File: src/shared/dnt_cfg.svh
// Offsets, field positions, reset values and widths of the downconverter tuning registers.
// Assumes byte-wide registers on a plain strobe port with a 12-bit byte address.
`ifndef DNT_CFG_SVH
`define DNT_CFG_SVH

`define DNT_ADDR_W        12
`define DNT_DATA_W        8
`define DNT_WORD_W        48
`define DNT_WORD_BYTES    6

`define DNT_PATH_SEL_ADDR 12'h331
`define DNT_TW_B0_ADDR    12'h334
`define DNT_TW_B1_ADDR    12'h335
`define DNT_TW_B2_ADDR    12'h336
`define DNT_TW_B3_ADDR    12'h337
`define DNT_TW_B4_ADDR    12'h338
`define DNT_TW_B5_ADDR    12'h33A
`define DNT_PO_B0_ADDR    12'h33D
`define DNT_PO_B1_ADDR    12'h33E
`define DNT_PO_B2_ADDR    12'h33F
`define DNT_PO_B3_ADDR    12'h340
`define DNT_PO_B4_ADDR    12'h341
`define DNT_PO_B5_ADDR    12'h342

`define DNT_Q_SEL_BIT     2
`define DNT_I_SEL_BIT     0
`define DNT_PATH_SEL_MASK 8'h05
`define DNT_PATH_SEL_RST  8'h05
`define DNT_BYTE_RST      8'h00
`define DNT_READ_IDLE     8'h00

`define DNT_SAMPLE_W      14

`endif

File: src/shared/dnt_pkg.sv
// Types shared by the tuning register bank and its oscillator.
// Assumes the constants of dnt_cfg.svh are included where numbers are needed.
package dnt_pkg;

  typedef enum logic {
    dnt_src_a = 1'b0,
    dnt_src_b = 1'b1
  } dnt_src_t;

  typedef logic [47:0] dnt_word_t;
  typedef logic [7:0]  dnt_byte_t;

endpackage : dnt_pkg

File: src/core/dnt_byte_reg.sv
// One byte-wide software register with a parameterised reset value and write mask.
// Assumes a synchronous write enable and an active-low asynchronous reset already synchronised.
`timescale 1ns/10ps

module dnt_byte_reg #(
  parameter logic [7:0] RST_VAL = 8'h00,
  parameter logic [7:0] WR_MASK = 8'hFF
) (
  input  wire logic                 clk,
  input  wire logic                 rst_n,
  input  wire logic                 wr_en,
  input  wire dnt_pkg::dnt_byte_t   wdata,
  output      dnt_pkg::dnt_byte_t   q
);

  dnt_pkg::dnt_byte_t q_q;
  dnt_pkg::dnt_byte_t q_d;

  // Masked bits keep reading as their reset value, which is zero for reserved bits
  assign q_d = wr_en ? ((wdata & WR_MASK) | (RST_VAL & ~WR_MASK)) : q_q;
  assign q   = q_q;

  always_ff @(posedge clk or negedge rst_n) begin
    if (!rst_n) begin
      q_q <= RST_VAL;
    end else begin
      q_q <= q_d;
    end
  end

endmodule : dnt_byte_reg

File: src/core/dnt_phase_acc.sv
// Numerically controlled oscillator phase: accumulator plus phase offset.
// Assumes one sample per clock and tuning and offset words held stable by the register bank.
`timescale 1ns/10ps

module dnt_phase_acc #(
  parameter int WORD_W = 48
) (
  input  wire logic              clk,
  input  wire logic              rst_n,
  input  wire logic [WORD_W-1:0] tune_word,
  input  wire logic [WORD_W-1:0] phase_offs,
  output      logic [WORD_W-1:0] mix_phase
);

  logic [WORD_W-1:0] acc_q;
  logic [WORD_W-1:0] acc_d;
  logic [WORD_W-1:0] phase_q;
  logic [WORD_W-1:0] phase_d;

  // Plain binary add wraps modulo 2^WORD_W, so a signed word tunes negative frequencies
  assign acc_d     = acc_q + tune_word;
  assign phase_d   = acc_q + phase_offs;
  assign mix_phase = phase_q;

  always_ff @(posedge clk or negedge rst_n) begin
    if (!rst_n) begin
      acc_q   <= '0;
      phase_q <= '0;
    end else begin
      acc_q   <= acc_d;
      phase_q <= phase_d;
    end
  end

  property p_acc_step;
    @(posedge clk) disable iff (!rst_n)
      $past(rst_n) |-> acc_q == WORD_W'($past(acc_q) + $past(tune_word));
  endproperty
  a_acc_step: assert property (p_acc_step) else $error("accumulator did not step by tuning word");

endmodule : dnt_phase_acc

File: src/core/dnt_top.sv
// Register bank and oscillator of one downconverter channel.
// Assumes byte registers on a strobe port, channel samples synchronous to clk, one sample per clock.
`timescale 1ns/10ps
`include "dnt_cfg.svh"

module dnt_top #(
  parameter int SAMPLE_W = `DNT_SAMPLE_W
) (
  input  wire logic                   clk,
  input  wire logic                   resetn,
  input  wire logic [`DNT_ADDR_W-1:0] reg_addr,
  input  wire logic [`DNT_DATA_W-1:0] reg_wdata,
  input  wire logic                   reg_wr,
  input  wire logic                   reg_rd,
  output      logic [`DNT_DATA_W-1:0] reg_rdata,
  input  wire logic [SAMPLE_W-1:0]    chan_a_sample,
  input  wire logic [SAMPLE_W-1:0]    chan_b_sample,
  output      logic [SAMPLE_W-1:0]    i_path_sample,
  output      logic [SAMPLE_W-1:0]    q_path_sample,
  output      logic [`DNT_WORD_W-1:0] tune_word,
  output      logic [`DNT_WORD_W-1:0] mix_phase
);

  localparam int NB = `DNT_WORD_BYTES;

  localparam logic [`DNT_ADDR_W-1:0] TW_ADDR [NB] = '{
    `DNT_TW_B0_ADDR, `DNT_TW_B1_ADDR, `DNT_TW_B2_ADDR,
    `DNT_TW_B3_ADDR, `DNT_TW_B4_ADDR, `DNT_TW_B5_ADDR
  };
  localparam logic [`DNT_ADDR_W-1:0] PO_ADDR [NB] = '{
    `DNT_PO_B0_ADDR, `DNT_PO_B1_ADDR, `DNT_PO_B2_ADDR,
    `DNT_PO_B3_ADDR, `DNT_PO_B4_ADDR, `DNT_PO_B5_ADDR
  };

  // Reset release
  logic rst_meta_q;
  logic rst_sync_q;

  // The first stage feeds only the second, so release is glitch-free for the bank
  always_ff @(posedge clk or negedge resetn) begin
    if (!resetn) begin
      rst_meta_q <= 1'b0;
      rst_sync_q <= 1'b0;
    end else begin
      rst_meta_q <= 1'b1;
      rst_sync_q <= rst_meta_q;
    end
  end

  // Address decode
  logic                     sel_hit;
  logic [NB-1:0]            tw_hit;
  logic [NB-1:0]            po_hit;
  logic                     sel_wr;
  logic [NB-1:0]            tw_wr;
  logic [NB-1:0]            po_wr;
  dnt_pkg::dnt_byte_t       sel_byte;
  dnt_pkg::dnt_byte_t       tw_byte [NB];
  dnt_pkg::dnt_byte_t       po_byte [NB];
  dnt_pkg::dnt_word_t       tw_word;
  dnt_pkg::dnt_word_t       po_word;

  assign sel_hit = (reg_addr == `DNT_PATH_SEL_ADDR);
  assign sel_wr  = reg_wr & sel_hit;

  genvar gi;
  generate
    for (gi = 0; gi < NB; gi++) begin : g_bytes
      assign tw_hit[gi] = (reg_addr == TW_ADDR[gi]);
      assign po_hit[gi] = (reg_addr == PO_ADDR[gi]);
      assign tw_wr[gi]  = reg_wr & tw_hit[gi];
      assign po_wr[gi]  = reg_wr & po_hit[gi];

      dnt_byte_reg #(
        .RST_VAL (`DNT_BYTE_RST),
        .WR_MASK (8'hFF)
      ) u_tw_byte (
        .clk   (clk),
        .rst_n (rst_sync_q),
        .wr_en (tw_wr[gi]),
        .wdata (reg_wdata),
        .q     (tw_byte[gi])
      );

      dnt_byte_reg #(
        .RST_VAL (`DNT_BYTE_RST),
        .WR_MASK (8'hFF)
      ) u_po_byte (
        .clk   (clk),
        .rst_n (rst_sync_q),
        .wr_en (po_wr[gi]),
        .wdata (reg_wdata),
        .q     (po_byte[gi])
      );

      // Byte index equals significance: lowest address carries bits 7:0
      assign tw_word[8*gi +: 8] = tw_byte[gi];
      assign po_word[8*gi +: 8] = po_byte[gi];
    end
  endgenerate

  // Reserved bits 7:3 and 1 are masked out and read as zero
  dnt_byte_reg #(
    .RST_VAL (`DNT_PATH_SEL_RST),
    .WR_MASK (`DNT_PATH_SEL_MASK)
  ) u_path_sel (
    .clk   (clk),
    .rst_n (rst_sync_q),
    .wr_en (sel_wr),
    .wdata (reg_wdata),
    .q     (sel_byte)
  );

  // Path routing
  dnt_pkg::dnt_src_t      i_src;
  dnt_pkg::dnt_src_t      q_src;
  logic [SAMPLE_W-1:0]    i_path_d;
  logic [SAMPLE_W-1:0]    q_path_d;
  logic [SAMPLE_W-1:0]    i_path_q;
  logic [SAMPLE_W-1:0]    q_path_q;

  assign i_src    = dnt_pkg::dnt_src_t'(sel_byte[`DNT_I_SEL_BIT]);
  assign q_src    = dnt_pkg::dnt_src_t'(sel_byte[`DNT_Q_SEL_BIT]);
  assign i_path_d = (i_src == dnt_pkg::dnt_src_b) ? chan_b_sample : chan_a_sample;
  assign q_path_d = (q_src == dnt_pkg::dnt_src_b) ? chan_b_sample : chan_a_sample;

  always_ff @(posedge clk or negedge rst_sync_q) begin
    if (!rst_sync_q) begin
      i_path_q <= '0;
      q_path_q <= '0;
    end else begin
      i_path_q <= i_path_d;
      q_path_q <= q_path_d;
    end
  end

  assign i_path_sample = i_path_q;
  assign q_path_sample = q_path_q;

  // Oscillator
  // Bytes take effect one at a time; software sees intermediate frequencies while retuning
  logic [`DNT_WORD_W-1:0] tune_word_q;

  always_ff @(posedge clk or negedge rst_sync_q) begin
    if (!rst_sync_q) begin
      tune_word_q <= '0;
    end else begin
      tune_word_q <= tw_word;
    end
  end

  assign tune_word = tune_word_q;

  dnt_phase_acc #(
    .WORD_W (`DNT_WORD_W)
  ) u_nco (
    .clk        (clk),
    .rst_n      (rst_sync_q),
    .tune_word  (tw_word),
    .phase_offs (po_word),
    .mix_phase  (mix_phase)
  );

  // Read path
  dnt_pkg::dnt_byte_t rd_mux;
  dnt_pkg::dnt_byte_t tw_rd;
  dnt_pkg::dnt_byte_t po_rd;
  dnt_pkg::dnt_byte_t rdata_q;
  dnt_pkg::dnt_byte_t rdata_d;

  always_comb begin
    tw_rd = `DNT_READ_IDLE;
    po_rd = `DNT_READ_IDLE;
    for (int k = 0; k < NB; k++) begin
      if (tw_hit[k]) begin
        tw_rd = tw_byte[k];
      end
      if (po_hit[k]) begin
        po_rd = po_byte[k];
      end
    end
  end

  // Unmapped addresses read as zero; the hit sets are disjoint so an OR is enough
  assign rd_mux  = (sel_hit ? sel_byte : `DNT_READ_IDLE) | tw_rd | po_rd;
  assign rdata_d = reg_rd ? rd_mux : `DNT_READ_IDLE;

  always_ff @(posedge clk or negedge rst_sync_q) begin
    if (!rst_sync_q) begin
      rdata_q <= `DNT_READ_IDLE;
    end else begin
      rdata_q <= rdata_d;
    end
  end

  assign reg_rdata = rdata_q;

  // Checks
  property p_q_route;
    @(posedge clk) disable iff (!rst_sync_q)
      $past(rst_sync_q) |->
        q_path_sample == ($past(sel_byte[`DNT_Q_SEL_BIT]) ? $past(chan_b_sample)
                                                         : $past(chan_a_sample));
  endproperty
  a_q_route: assert property (p_q_route) else $error("Q path routed from wrong channel");

  property p_i_route;
    @(posedge clk) disable iff (!rst_sync_q)
      $past(rst_sync_q) |->
        i_path_sample == ($past(sel_byte[`DNT_I_SEL_BIT]) ? $past(chan_b_sample)
                                                         : $past(chan_a_sample));
  endproperty
  a_i_route: assert property (p_i_route) else $error("I path routed from wrong channel");

  property p_sel_reset;
    @(posedge clk)
      $rose(rst_sync_q) |-> sel_byte == `DNT_PATH_SEL_RST && tw_word == '0 && po_word == '0;
  endproperty
  a_sel_reset: assert property (p_sel_reset) else $error("register reset values wrong");

  property p_tw_low_write;
    @(posedge clk) disable iff (!rst_sync_q)
      (reg_wr && reg_addr == `DNT_TW_B0_ADDR) |=> tw_word[7:0] == $past(reg_wdata)
                                                  && tw_word[47:8] == $past(tw_word[47:8]);
  endproperty
  a_tw_low_write: assert property (p_tw_low_write) else $error("tuning low byte write");

  property p_tw_high_write;
    @(posedge clk) disable iff (!rst_sync_q)
      (reg_wr && reg_addr == `DNT_TW_B5_ADDR) |=> tw_word[47:40] == $past(reg_wdata)
                                                   && tw_word[39:0] == $past(tw_word[39:0]);
  endproperty
  a_tw_high_write: assert property (p_tw_high_write) else $error("tuning high byte write");

  property p_freq_step;
    @(posedge clk) disable iff (!rst_sync_q)
      $past(rst_sync_q, 3) |->
        `DNT_WORD_W'(mix_phase - $past(mix_phase)) ==
        `DNT_WORD_W'($past(tw_word, 2) + $past(po_word) - $past(po_word, 2));
  endproperty
  a_freq_step: assert property (p_freq_step) else $error("phase step differs from tuning");

  property p_po_write;
    @(posedge clk) disable iff (!rst_sync_q)
      (reg_wr && reg_addr == `DNT_PO_B5_ADDR) ##1 (!reg_wr)
        |-> po_word[47:40] == $past(reg_wdata, 1)
            || po_word[47:40] == $past(reg_wdata, 2);
  endproperty
  a_po_write: assert property (p_po_write) else $error("phase offset high byte write");

  property p_po_offset_applied;
    @(posedge clk) disable iff (!rst_sync_q)
      ($past(rst_sync_q, 2) && $stable(tw_word) && $past($stable(tw_word)) && $changed(po_word))
        |=> `DNT_WORD_W'(mix_phase - $past(mix_phase)) ==
            `DNT_WORD_W'($past(tw_word) + $past(po_word) - $past(po_word, 2));
  endproperty
  a_po_offset_applied: assert property (p_po_offset_applied) else $error("offset not applied");

  property p_acc_wrap;
    @(posedge clk) disable iff (!rst_sync_q)
      ($past(rst_sync_q, 2) && $stable(po_word) && $past($stable(po_word)))
        |-> `DNT_WORD_W'(mix_phase - $past(mix_phase)) == $past(tw_word, 2);
  endproperty
  a_acc_wrap: assert property (p_acc_wrap) else $error("accumulator step not modular");

  property p_sel_readback;
    @(posedge clk) disable iff (!rst_sync_q)
      (reg_rd && reg_addr == `DNT_PATH_SEL_ADDR)
        |=> reg_rdata == ($past(sel_byte) & `DNT_PATH_SEL_MASK);
  endproperty
  a_sel_readback: assert property (p_sel_readback) else $error("select readback wrong");

  property p_idle_read;
    @(posedge clk) disable iff (!rst_sync_q)
      !reg_rd |=> reg_rdata == `DNT_READ_IDLE;
  endproperty
  a_idle_read: assert property (p_idle_read) else $error("read data outside read cycle");

endmodule : dnt_top

File: config.mk
export PLATFORM = sky130hd
export DESIGN_NAME = dnt_top
export DESIGN_NICKNAME = d
export VERILOG_FILES = /design/src/shared/dnt_pkg.sv /design/src/core/dnt_byte_reg.sv /design/src/core/dnt_phase_acc.sv /design/src/core/dnt_top.sv
export VERILOG_INCLUDE_DIRS = /design/src /design/src/shared
export SDC_FILE = /design/constraint.sdc
export NUM_CORES = 1
export LEC_CHECK = 0
export ABC_AREA = 1
export BUFFER_PORTS_ARGS = -buffer_cell sky130_fd_sc_hd__buf_2
export CORE_MARGIN = 5
export CORE_UTILIZATION = 50
export CTS_BUF_LIST = sky130_fd_sc_hd__clkbuf_4
export CTS_CLUSTER_DIAMETER = 50
export DETAILED_ROUTE_END_ITERATION = 12
export PLACE_DENSITY_LB_ADDON = 0.3
export SLEW_MARGIN = 10
export SYNTH_ARGS = -nofsm -noshare
export SYNTH_HDL_FRONTEND = slang
export SYNTH_SLANG_ARGS = --single-unit
File: constraint.sdc
create_clock -name clk -period 16.6 [get_ports clk]
set_clock_uncertainty 0.05 [all_clocks]
set_input_delay 1.66 -clock clk [delete_from_list [all_inputs] [get_ports clk]]
set_output_delay 1.66 -clock clk [all_outputs]
set_load 0.02 [all_outputs]
Word level (Yosys, flattened, before mapping)
Index checks and enable logic that the tools add are counted.
- register bits after elaboration: 280
- output and inout bits: 132
- bits of input ports: 52
- bitwise gates (word level): 15
- muxes and demuxes: 16
- equality and inequality tests: 13
- $add $sub $neg: 2
- operators with widths (kind ; number):
    $eq 12x10->1 const B ; 13
    $mux 8 ; 13
    $add 48x48->48 ; 2
    $mux 14 ; 2
    $and 1x1->1 ; 13
    $or 3x8->8 ; 1
    $or 8x8->8 ; 1
    $mux 3 ; 1

Logic depth before layout (Yosys ltp)
Gate-level depths: netlist of run 1.
- depth in word-level cells: 10
- gate-level depth with buffers: 15
- gate-level depth less buffers: 15

Hierarchy
Synthesis of run 1 repeated with hierarchy kept, for this count alone.
- cell total of the unflattened synthesis: 2847
- area, all modules: 18720.5 um^2
- by module, submodules not included (module ; seq. area each (um^2) ; area an instance (um^2) ; times used ; cells an instance):
    dnt_phase_acc ; 2402.3 ; 10751.6 ; 1 ; 1888
    dnt_top ; 2152.1 ; 4177.8 ; 1 ; 535
    dnt_byte_reg at g_bytes[0].u_po_byte ... ; 200.2 ; 305.3 ; 12 ; 34
    dnt_byte_reg at u_path_sel ; 52.6 ; 127.6 ; 1 ; 16

Worst setup path before layout of run 1
OpenSTA, ideal clock, no wires.
- path kind: in2reg
- start point: input port reg_addr[11]
- end point: register rdata_q[4], in the netlist reg_rdata[4]
- stages: 12
- data arrival time: 2.769 ns
- data required time: 16.426 ns
- slack: 13.657 ns
- library setup time: 0.124 ns
- cell sequence: nor2_2 nand2_2 nor2_4 buf_6 nand3_2 or2_0 nand2_1 nand2_1 nand2_1 nand2_1 nand2_1 a21oi_1
- longest elaborated chain between the ends: 10
- elaborated cells between the ends (all ways): 27
- those cells by class: 12 x eq/ne; 13 x mux; 2 x bitwise
- ends and longest elaborated chain (element ; RTL line ; RTL):
    start, declared ; dnt_top.sv:11 ; input wire logic [`DNT_ADDR_W-1:0] reg_addr,
    $eq 12x10->1 ; dnt_top.sv:69 ; assign tw_hit[gi] = (reg_addr == TW_ADDR[gi]);
    $mux 8 (6 in a row) ; dnt_top.sv:175 ; if (tw_hit[k]) begin
    $or 3x8->8 ; dnt_top.sv:185 ; assign rd_mux = (sel_hit ? sel_byte : `DNT_READ_IDLE) | tw_rd | po_rd;
    $or 8x8->8 * ; dnt_top.sv:185 ;
    $mux 8 (no source line) * ; - ;
    named net rdata_d[4] ; dnt_top.sv:169 ; dnt_pkg::dnt_byte_t rdata_d;
    end signal, assigned ; dnt_top.sv:190 ; rdata_q <= `DNT_READ_IDLE;
    end signal, assigned ; dnt_top.sv:192 ; rdata_q <= rdata_d;
    end, declared ; dnt_top.sv:168 ; dnt_pkg::dnt_byte_t rdata_q;
Mark *: on every way through the listed nets, which the timed path passes. The rest lies on a longest branch.
A chain may end at the register's enable or synchronous reset.

Worst setup path in the final report of run 1
- start point: register tune_word_q[24], in the netlist tune_word[24]
- end point: output port tune_word[24]
- RTL lines (element ; RTL line ; RTL):
    start, declared ; dnt_top.sv:142 ; logic [`DNT_WORD_W-1:0] tune_word_q;
    start signal, assigned ; dnt_top.sv:148 ; tune_word_q <= tw_word;
    end, declared ; dnt_top.sv:20 ; output logic [`DNT_WORD_W-1:0] tune_word,
No word-level cell between the ends.

==> out/qor.txt, run 1 <==
min cycle time layout -> 3034 ps
multiplexer area fraction after synthesis -> 0%
worst-path cell chain -> buf_2
Max-Cap Viols -> 0
register area -> 7013 µm²
detailed-route vias per instance -> 5.396
Core Region -> 32450 µm²
largest family of logic cells by synthesized area -> simple AND/OR/NAND/NOR gates
fill count -> 3153
area grow syn2layout -> 13.99%
port bufs -> 183
number of DRC markers in iteration 0 -> 1186
top-area cell type share of the netlist area -> 42.42%
grt ovf -> 0
CTS Buffer Depth -> 3
initial antenna violation count -> 2
crit end category -> output port
Final WS setup -> 13570 ps
Worst EP required -> 14890 ps
worst skew pair latency -> 720 ps
maximum vdd drop -> 0.04849 mV
largest net degree at the start of global routing -> 78
Synth area leader -> dfrtp_1
post-CTS setup buffers -> 0
GR Util met2 -> 49.45%
RD Place Congestion -> 1.019
Mapped Cells -> 2152
Routed Antenna Nets -> 0
Die X -> 191.1 µm
Netlist cell types -> 44
critical path's slowest cell -> dfrtp_1
CP bufs+invs -> 1
Die Ht -> 191.1 µm
Post-Place Worst Slack -> 13100 ps
commonest cells after routing, fill and taps aside -> nand2_1 (541), dfrtp_1 (277), nor2_1 (255)
Max Slew Vio Count -> 0
Yosys warnings -> 0
full die area -> 36520 µm²
CTS Buf Count -> 75
hold crit path type -> reg -> reg
DP HPWL -> 43.25 mm
drt total wl -> 53.83 mm
Area after DPL -> 17760 µm²
async set or reset register ratio after synthesis -> 100.0%
Simple-Gate Fraction of Synth Area -> 24.93%
per-cell routed wire length -> 18.70 µm
clock root buffer -> clkbuf_4
Final Cycle Share -> 18.28%
Initial Util -> 50.53%
Post-route DRC -> 0
predominant post-synthesis flop cell -> dfrtp_1
Compound-Gate Fraction of Synth Area -> 13.89%
commonest non-fill, non-tap cell in the layout -> nand2_1
Worst Path Max Fanout -> 1
Leak -> 0.01005 µW
multi-input logic area -> 8268 µm²
GRT Max-Usage Layer -> met2
final net count -> 2534
worst slew pin tran -> 992.6 ps
M1 GR Usage -> 38.24%
share of cells above drive strength 1 -> 14.05%
Ports -> 184
Slew Limit Headroom -> 33.83%
syn_area_per_cell -> 7.620 µm²
sequential-to-total area share from yosys stat -> 42.74%
Startpoint Class -> register
hold_sp -> rst_meta_q$_DFF_PN0_
post-synthesis xor/xnor area fraction -> 4.166%
Mapped Nets -> 2300
PD cells -> 80.70 nW/µm²
post-synthesis adder-cell area fraction -> 7.416%
Worst R2R Setup Slack -> 13700 ps
Critical R2R Launch -> g_bytes[0].u_tw_byte.q[0]$_DFFE_PN0P_
CTS tree -> built
final hold viol count -> 0
vias in the first global route -> 15290
All-Layer GR Usage -> 29.92%
final setup violation count -> 0
clock slew seen by the registers of the worst setup and hold paths -> 60 ps
Seq cells post-synth -> 280
status -> completed
FF-to-FF path depth -> 10
Setup Crit Path Kind -> reg -> out
CTS Hold Bufs -> 0
Post-synth EDFFs -> 0
fmax -> 0.3296 GHz
row count -> 66
CTS H-tree depth -> 3
Synth Cell Area -> 16400 µm²
RSZ-0062 raised after global routing -> false
hold slack -> 308.5 ps
crit-path max cell delay -> 430 ps
clock sinks -> 280
Setup TNS -> 0 ps
first-pass GRT wire length -> 83.56 mm
hold path endpoint -> rst_sync_q$_DFF_PN0_
vias -> 15540
reg2reg end -> u_nco.acc_q[26]$_DFF_PN0_
GRT met3 Usage -> 5.004%
cell family with most CP delay -> flip-flops
design area -> 18690 µm²
CP arrival -> 1320 ps
hold path depth -> 0
Synth area leaders -> dfrtp_1 (42%), nand2_1 (12%), ha_1 (7.2%)
Resized cells post-CTS -> 0
DRT Pass-1 Iters -> 5
## per-stage QoR
stage                     util, %  cells  power (µW)
final                       57.60   2879        1509
after global routing        57.60   2879        1584
after CTS                   57.58   2876        1521
after detailed placement    54.72   2751       920.9
after global placement      54.72   2751       918.6
after floorplan                 -   2152       849.1
## sequential cells by signal, indices dropped and copies added, names as in the netlist
register / count
rst_sync_q: 1
rst_meta_q: 1
g_bytes.u_tw_byte.q: 48
u_nco.mix_phase: 48
reg_rdata: 8
u_nco.acc_q: 48
tune_word: 48
q_path_sample: 14
i_path_sample: 14
g_bytes.u_po_byte.q: 48
u_path_sel.q: 2
## report_power, final
part           leakage [µW]  internal, µW  switching (µW)
combinational       0.00570          53.7             113
clock              0.000538           316             281
sequential          0.00381           714            30.8
total                0.0100          1080             425
## synth_stat cells, types with 2 or more instances
cell type	n
o21a_1	3
nand3_1	101
nor2_2	5
a31oi_1	4
a22o_1	4
nand3_2	3
nand2_1	541
nand2_2	12
and2_1	2
inv_2	12
ha_1	94
fa_1	2
nand3b_1	4
a21o_1	26
xor2_1	46
nor3_1	21
o311ai_0	2
nor2_4	6
o21bai_1	20
a21oi_1	142
a21boi_1	2
or2_0	4
buf_2	8
dfrtp_1	278
dfstp_2	2
buf_4	2
a21boi_0	10
nor2_1	255
nor4_1	8
o21ai_1	39
nand4_1	20
inv_1	251
o211ai_1	2
xnor2_1	32
clkbuf_1	17
o21ai_0	164
## kinds of logic (layout without fill, tap and decap cells)
group	count (synthesis)	after routing
buffers and inverters	292	574
adders and majority gates	96	96
DFF	280	280
and+or+nand+nor	987	987
AOI/OAI and AO/OA	418	418
xor gates and xnor gates	78	78
other	1	4
## how the worst max path moves through the flow
stage / startpoint / end / slack, ps / cells after the start
after floorplan: rst_sync_q$_DFF_PN0_ / g_bytes[0].u_po_byte.q[0]$_DFFE_PN0P_ / 8170 / 0
after global placement: reg_addr[6] / reg_rdata[0]$_DFF_PN0_ / 13130 / 10
after detailed placement: reg_addr[6] / reg_rdata[0]$_DFF_PN0_ / 13100 / 10
after CTS: reg_rdata[1]$_DFF_PN0_ / reg_rdata[1] / 13530 / 1
after global routing: rst_sync_q$_DFF_PN0_ / u_nco.acc_q[13]$_DFF_PN0_ / 13210 / 2
final: tune_word[24]$_DFF_PN0_ / tune_word[24] / 13570 / 1
## per-layer routing
layer | routed length [µm] | vias to the layer above
li1 | - | 7495
met2 | 25340 | 632
met5 | 0 | -
met1 | 22130 | 7250
met4 | 2731 | 0
met3 | 3622 | 159
## final cells by class
cell class	count	share of cell area, %
inverter	263	5.281
clock buffer	102	4.096
sequential	280	37.52
tap	442	2.959
clock inverter	23	0.8568
multi-input combinational	1580	44.23
timing repair buffer	186	5.020
antenna	3	0.04016
(Power assumes the default switching activity.)
==> inputs of run 2 (changes only) <==
Clock period 16.6 ns to 2.6 ns, I/O delays scaled along.
==> run 2 against run 1 <==
  * Via count increased by 3.7%
  * Final cell count increased by 2.7%
  * Die area unchanged
  * Critical path type is now reg -> reg
  * Largest power group unchanged
  * Highest routed layer unchanged
==> out/qor.txt, run 2 (synthesized netlist as in run 1, its figures left out) <==
status -> completed
DRT Pass-1 Iters -> 7 (+2)
final setup violation count -> 0 (unchanged)
min cycle time layout -> 2527 ps
Startpoint Class -> register
commonest non-fill, non-tap cell in the layout -> nand2_1
detailed-route vias per instance -> 5.448 (+0.96%)
first-pass GRT wire length -> 88.81 mm (+6.3%)
Leak -> 0.01043 µW (+3.9%)
initial antenna violation count -> 2 (unchanged)
RD Place Congestion -> 0.9667 (-5.2%)
Metal-1 WL -> 24.49 mm (+11%)
row count -> 66 (unchanged)
worst skew pair latency -> 730 ps (about the same)
clock slew seen by the registers of the worst setup and hold paths -> 70 ps (about the same)
worst slew pin tran -> 817.6 ps (-175.0 ps)
clock sinks -> 280 (unchanged)
Core Region -> 32450 µm² (unchanged)
Ports -> 184 (unchanged)
commonest cells after routing, fill and taps aside -> nand2_1 (541), dfrtp_1 (277), nor2_1 (255)
Final Cycle Share -> 97.18%
Psw -> 2879 µW (+580%)
Int Pwr -> 7059 µW (+550%)
Slew Limit Headroom -> 45.44% (+12 points)
port bufs -> 183 (unchanged)
drt total wl -> 58.66 mm (+9.0%)
final hold viol count -> 0 (unchanged)
fill count -> 3049 (-3.3%)
hold slack -> 110.8 ps (-197.7 ps)
vias -> 16110 (+3.7%)
Setup TNS -> 0 ps (unchanged)
total power -> 9938 µW (+560%)
number of DRC markers in iteration 0 -> 1317 (+11%)
clock network power share -> 40.4% (+0.8 points)
Post-route DRC -> 0 (unchanged)
grt ovf -> 0 (unchanged)
CTS Buf Count -> 76 (+1.3%)
clock root buffer -> clkbuf_4
Worst EP required -> 3140 ps (-11750 ps)
vias in the first global route -> 16010 (+4.7%)
DP HPWL -> 45.83 mm (+6.0%)
per-cell routed wire length -> 19.84 µm (+6.1%)
sw frac -> 28.97% (+0.82 points)
Setup Crit Path Kind -> reg -> reg
CTS H-tree depth -> 3 (unchanged)
area grow syn2layout -> 18.59%
RSZ-0062 raised after global routing -> false
CTS Buffer Depth -> 3 (unchanged)
All-Layer GR Usage -> 31.99% (+2.1 points)
crit end category -> register
DR top layer -> met4
Die Ht -> 191.1 µm (unchanged)
CTS tree -> built
maximum vdd drop -> 0.3645 mV (+650%)
full die area -> 36520 µm² (unchanged)
Routed met3 length -> 3.979 mm (+9.9%)
hold crit path type -> in -> reg
metal2 WL -> 27.47 mm (+8.4%)
Max Slew Vio Count -> 0 (unchanged)
Initial Util -> 50.53% (unchanged)
Routed Antenna Nets -> 0 (unchanged)
largest net degree at the start of global routing -> 134 (+72%)
Sequential Power Share -> 47.7% (-1.7 points)
share of cells above drive strength 1 -> 15.12% (+1.1 points)
CP arrival -> 3070 ps (+1750 ps)
Die X -> 191.1 µm (unchanged)
Worst Path Max Fanout -> 5 (+4)
Max-Cap Viols -> 0 (unchanged)
Logic pwr share -> 11.8% (+0.8 points)
PD cells -> 511.1 nW/µm² (+530%)
fmax -> 0.3958 GHz
final net count -> 2612 (+3.1%)
[run 2: changes by cell type in the layout (fill, tap and decap cells not counted), moves of 3 or more]
cell	previous run	this run
clkinvlp_4	3	0
dlygate4sd3_1	0	45
clkinv_1	13	16
a21oi_2	0	5
buf_4	3	33
a21oi_1	142	137
[run 2: power groups by stage]
stage	Clock (µW)	Combinational, µW	Sequential (µW)
CTS	4080	1170	4730
global route	4320	1280	4740
floorplan	0	493	4930
finish	4020	1180	4740
detailed placement	0	1110	4810
global placement	0	1110	4800
[run 2: layout make-up]
type	count	area, µm²	area share [%]
inverter	263	987.2	5.077
timing repair buffer	263	1654	8.506
antenna	2	5.005	0.02574
multi-input combinational	1580	8293	42.65
clock inverter	26	182.7	0.9394
sequential	280	7013	36.06
tap	442	553.0	2.844
clock buffer	101	758.2	3.899
[run 2: worst max-delay path: stages (launching register included)]
cell and delay, ps:
dfrtp_1 410, ha_1 300, fa_1 430, nand3_1 90, nand2_1 190, a21oi_2 250, inv_1 120, nand2_1 70
nand2_1 140, nand2_1 100, nand2_1 100, xor2_1 150
[run 2: metal layers]
| layer | up-vias | global-route usage, % |
|---|---|---|
| met5 | - | 0 |
| met4 | 0 | 15.11 |
| met3 | 168 | 4.949 |
| met2 | 665 | 52.70 |
| met1 | 7611 | 41.60 |
| li1 | 7666 | - |
[run 2: worst paths after layout]
check / startpoint / end / slack [ps] / cells past startpoint
hold / removal: reg_wdata[1] / g_bytes[3].u_po_byte.q[1]$_DFFE_PN0P_ / 110 / 3
setup reg to reg: g_bytes[0].u_tw_byte.q[0]$_DFFE_PN0P_ / u_nco.acc_q[28]$_DFF_PN0_ / 70 / 11
setup / recovery: g_bytes[0].u_tw_byte.q[0]$_DFFE_PN0P_ / u_nco.acc_q[28]$_DFF_PN0_ / 70 / 11
max in group asynchronous: rst_sync_q$_DFF_PN0_ / u_nco.mix_phase[44]$_DFF_PN0_ / 1500 / 1
min in group asynchronous: rst_sync_q$_DFF_PN0_ / tune_word[2]$_DFF_PN0_ / 330 / 1
hold reg to reg: rst_sync_q$_DFF_PN0_ / tune_word[2]$_DFF_PN0_ / 330 / 1
[run 2: repair_timing]
item	in CTS	in global routing
pin swaps	0	1
hold endpoints to repair	38	0
endpoints found under the setup margin	2	12
cloned	0	0
setup buffers	0	1
hold buffers	45	0
resized for setup	2	7
[run 2: stage by stage]
step,util (%),setup slack (ps),cells,instance area (µm²)
global route,59.92,0.4909,2957,19450
CTS,59.82,7.850,2954,19410
finish,59.92,73.38,2957,19450
global placement,55.52,25.05,2782,18020
floorplan,-,-245.6,2152,16400
detailed placement,55.52,13.92,2782,18020
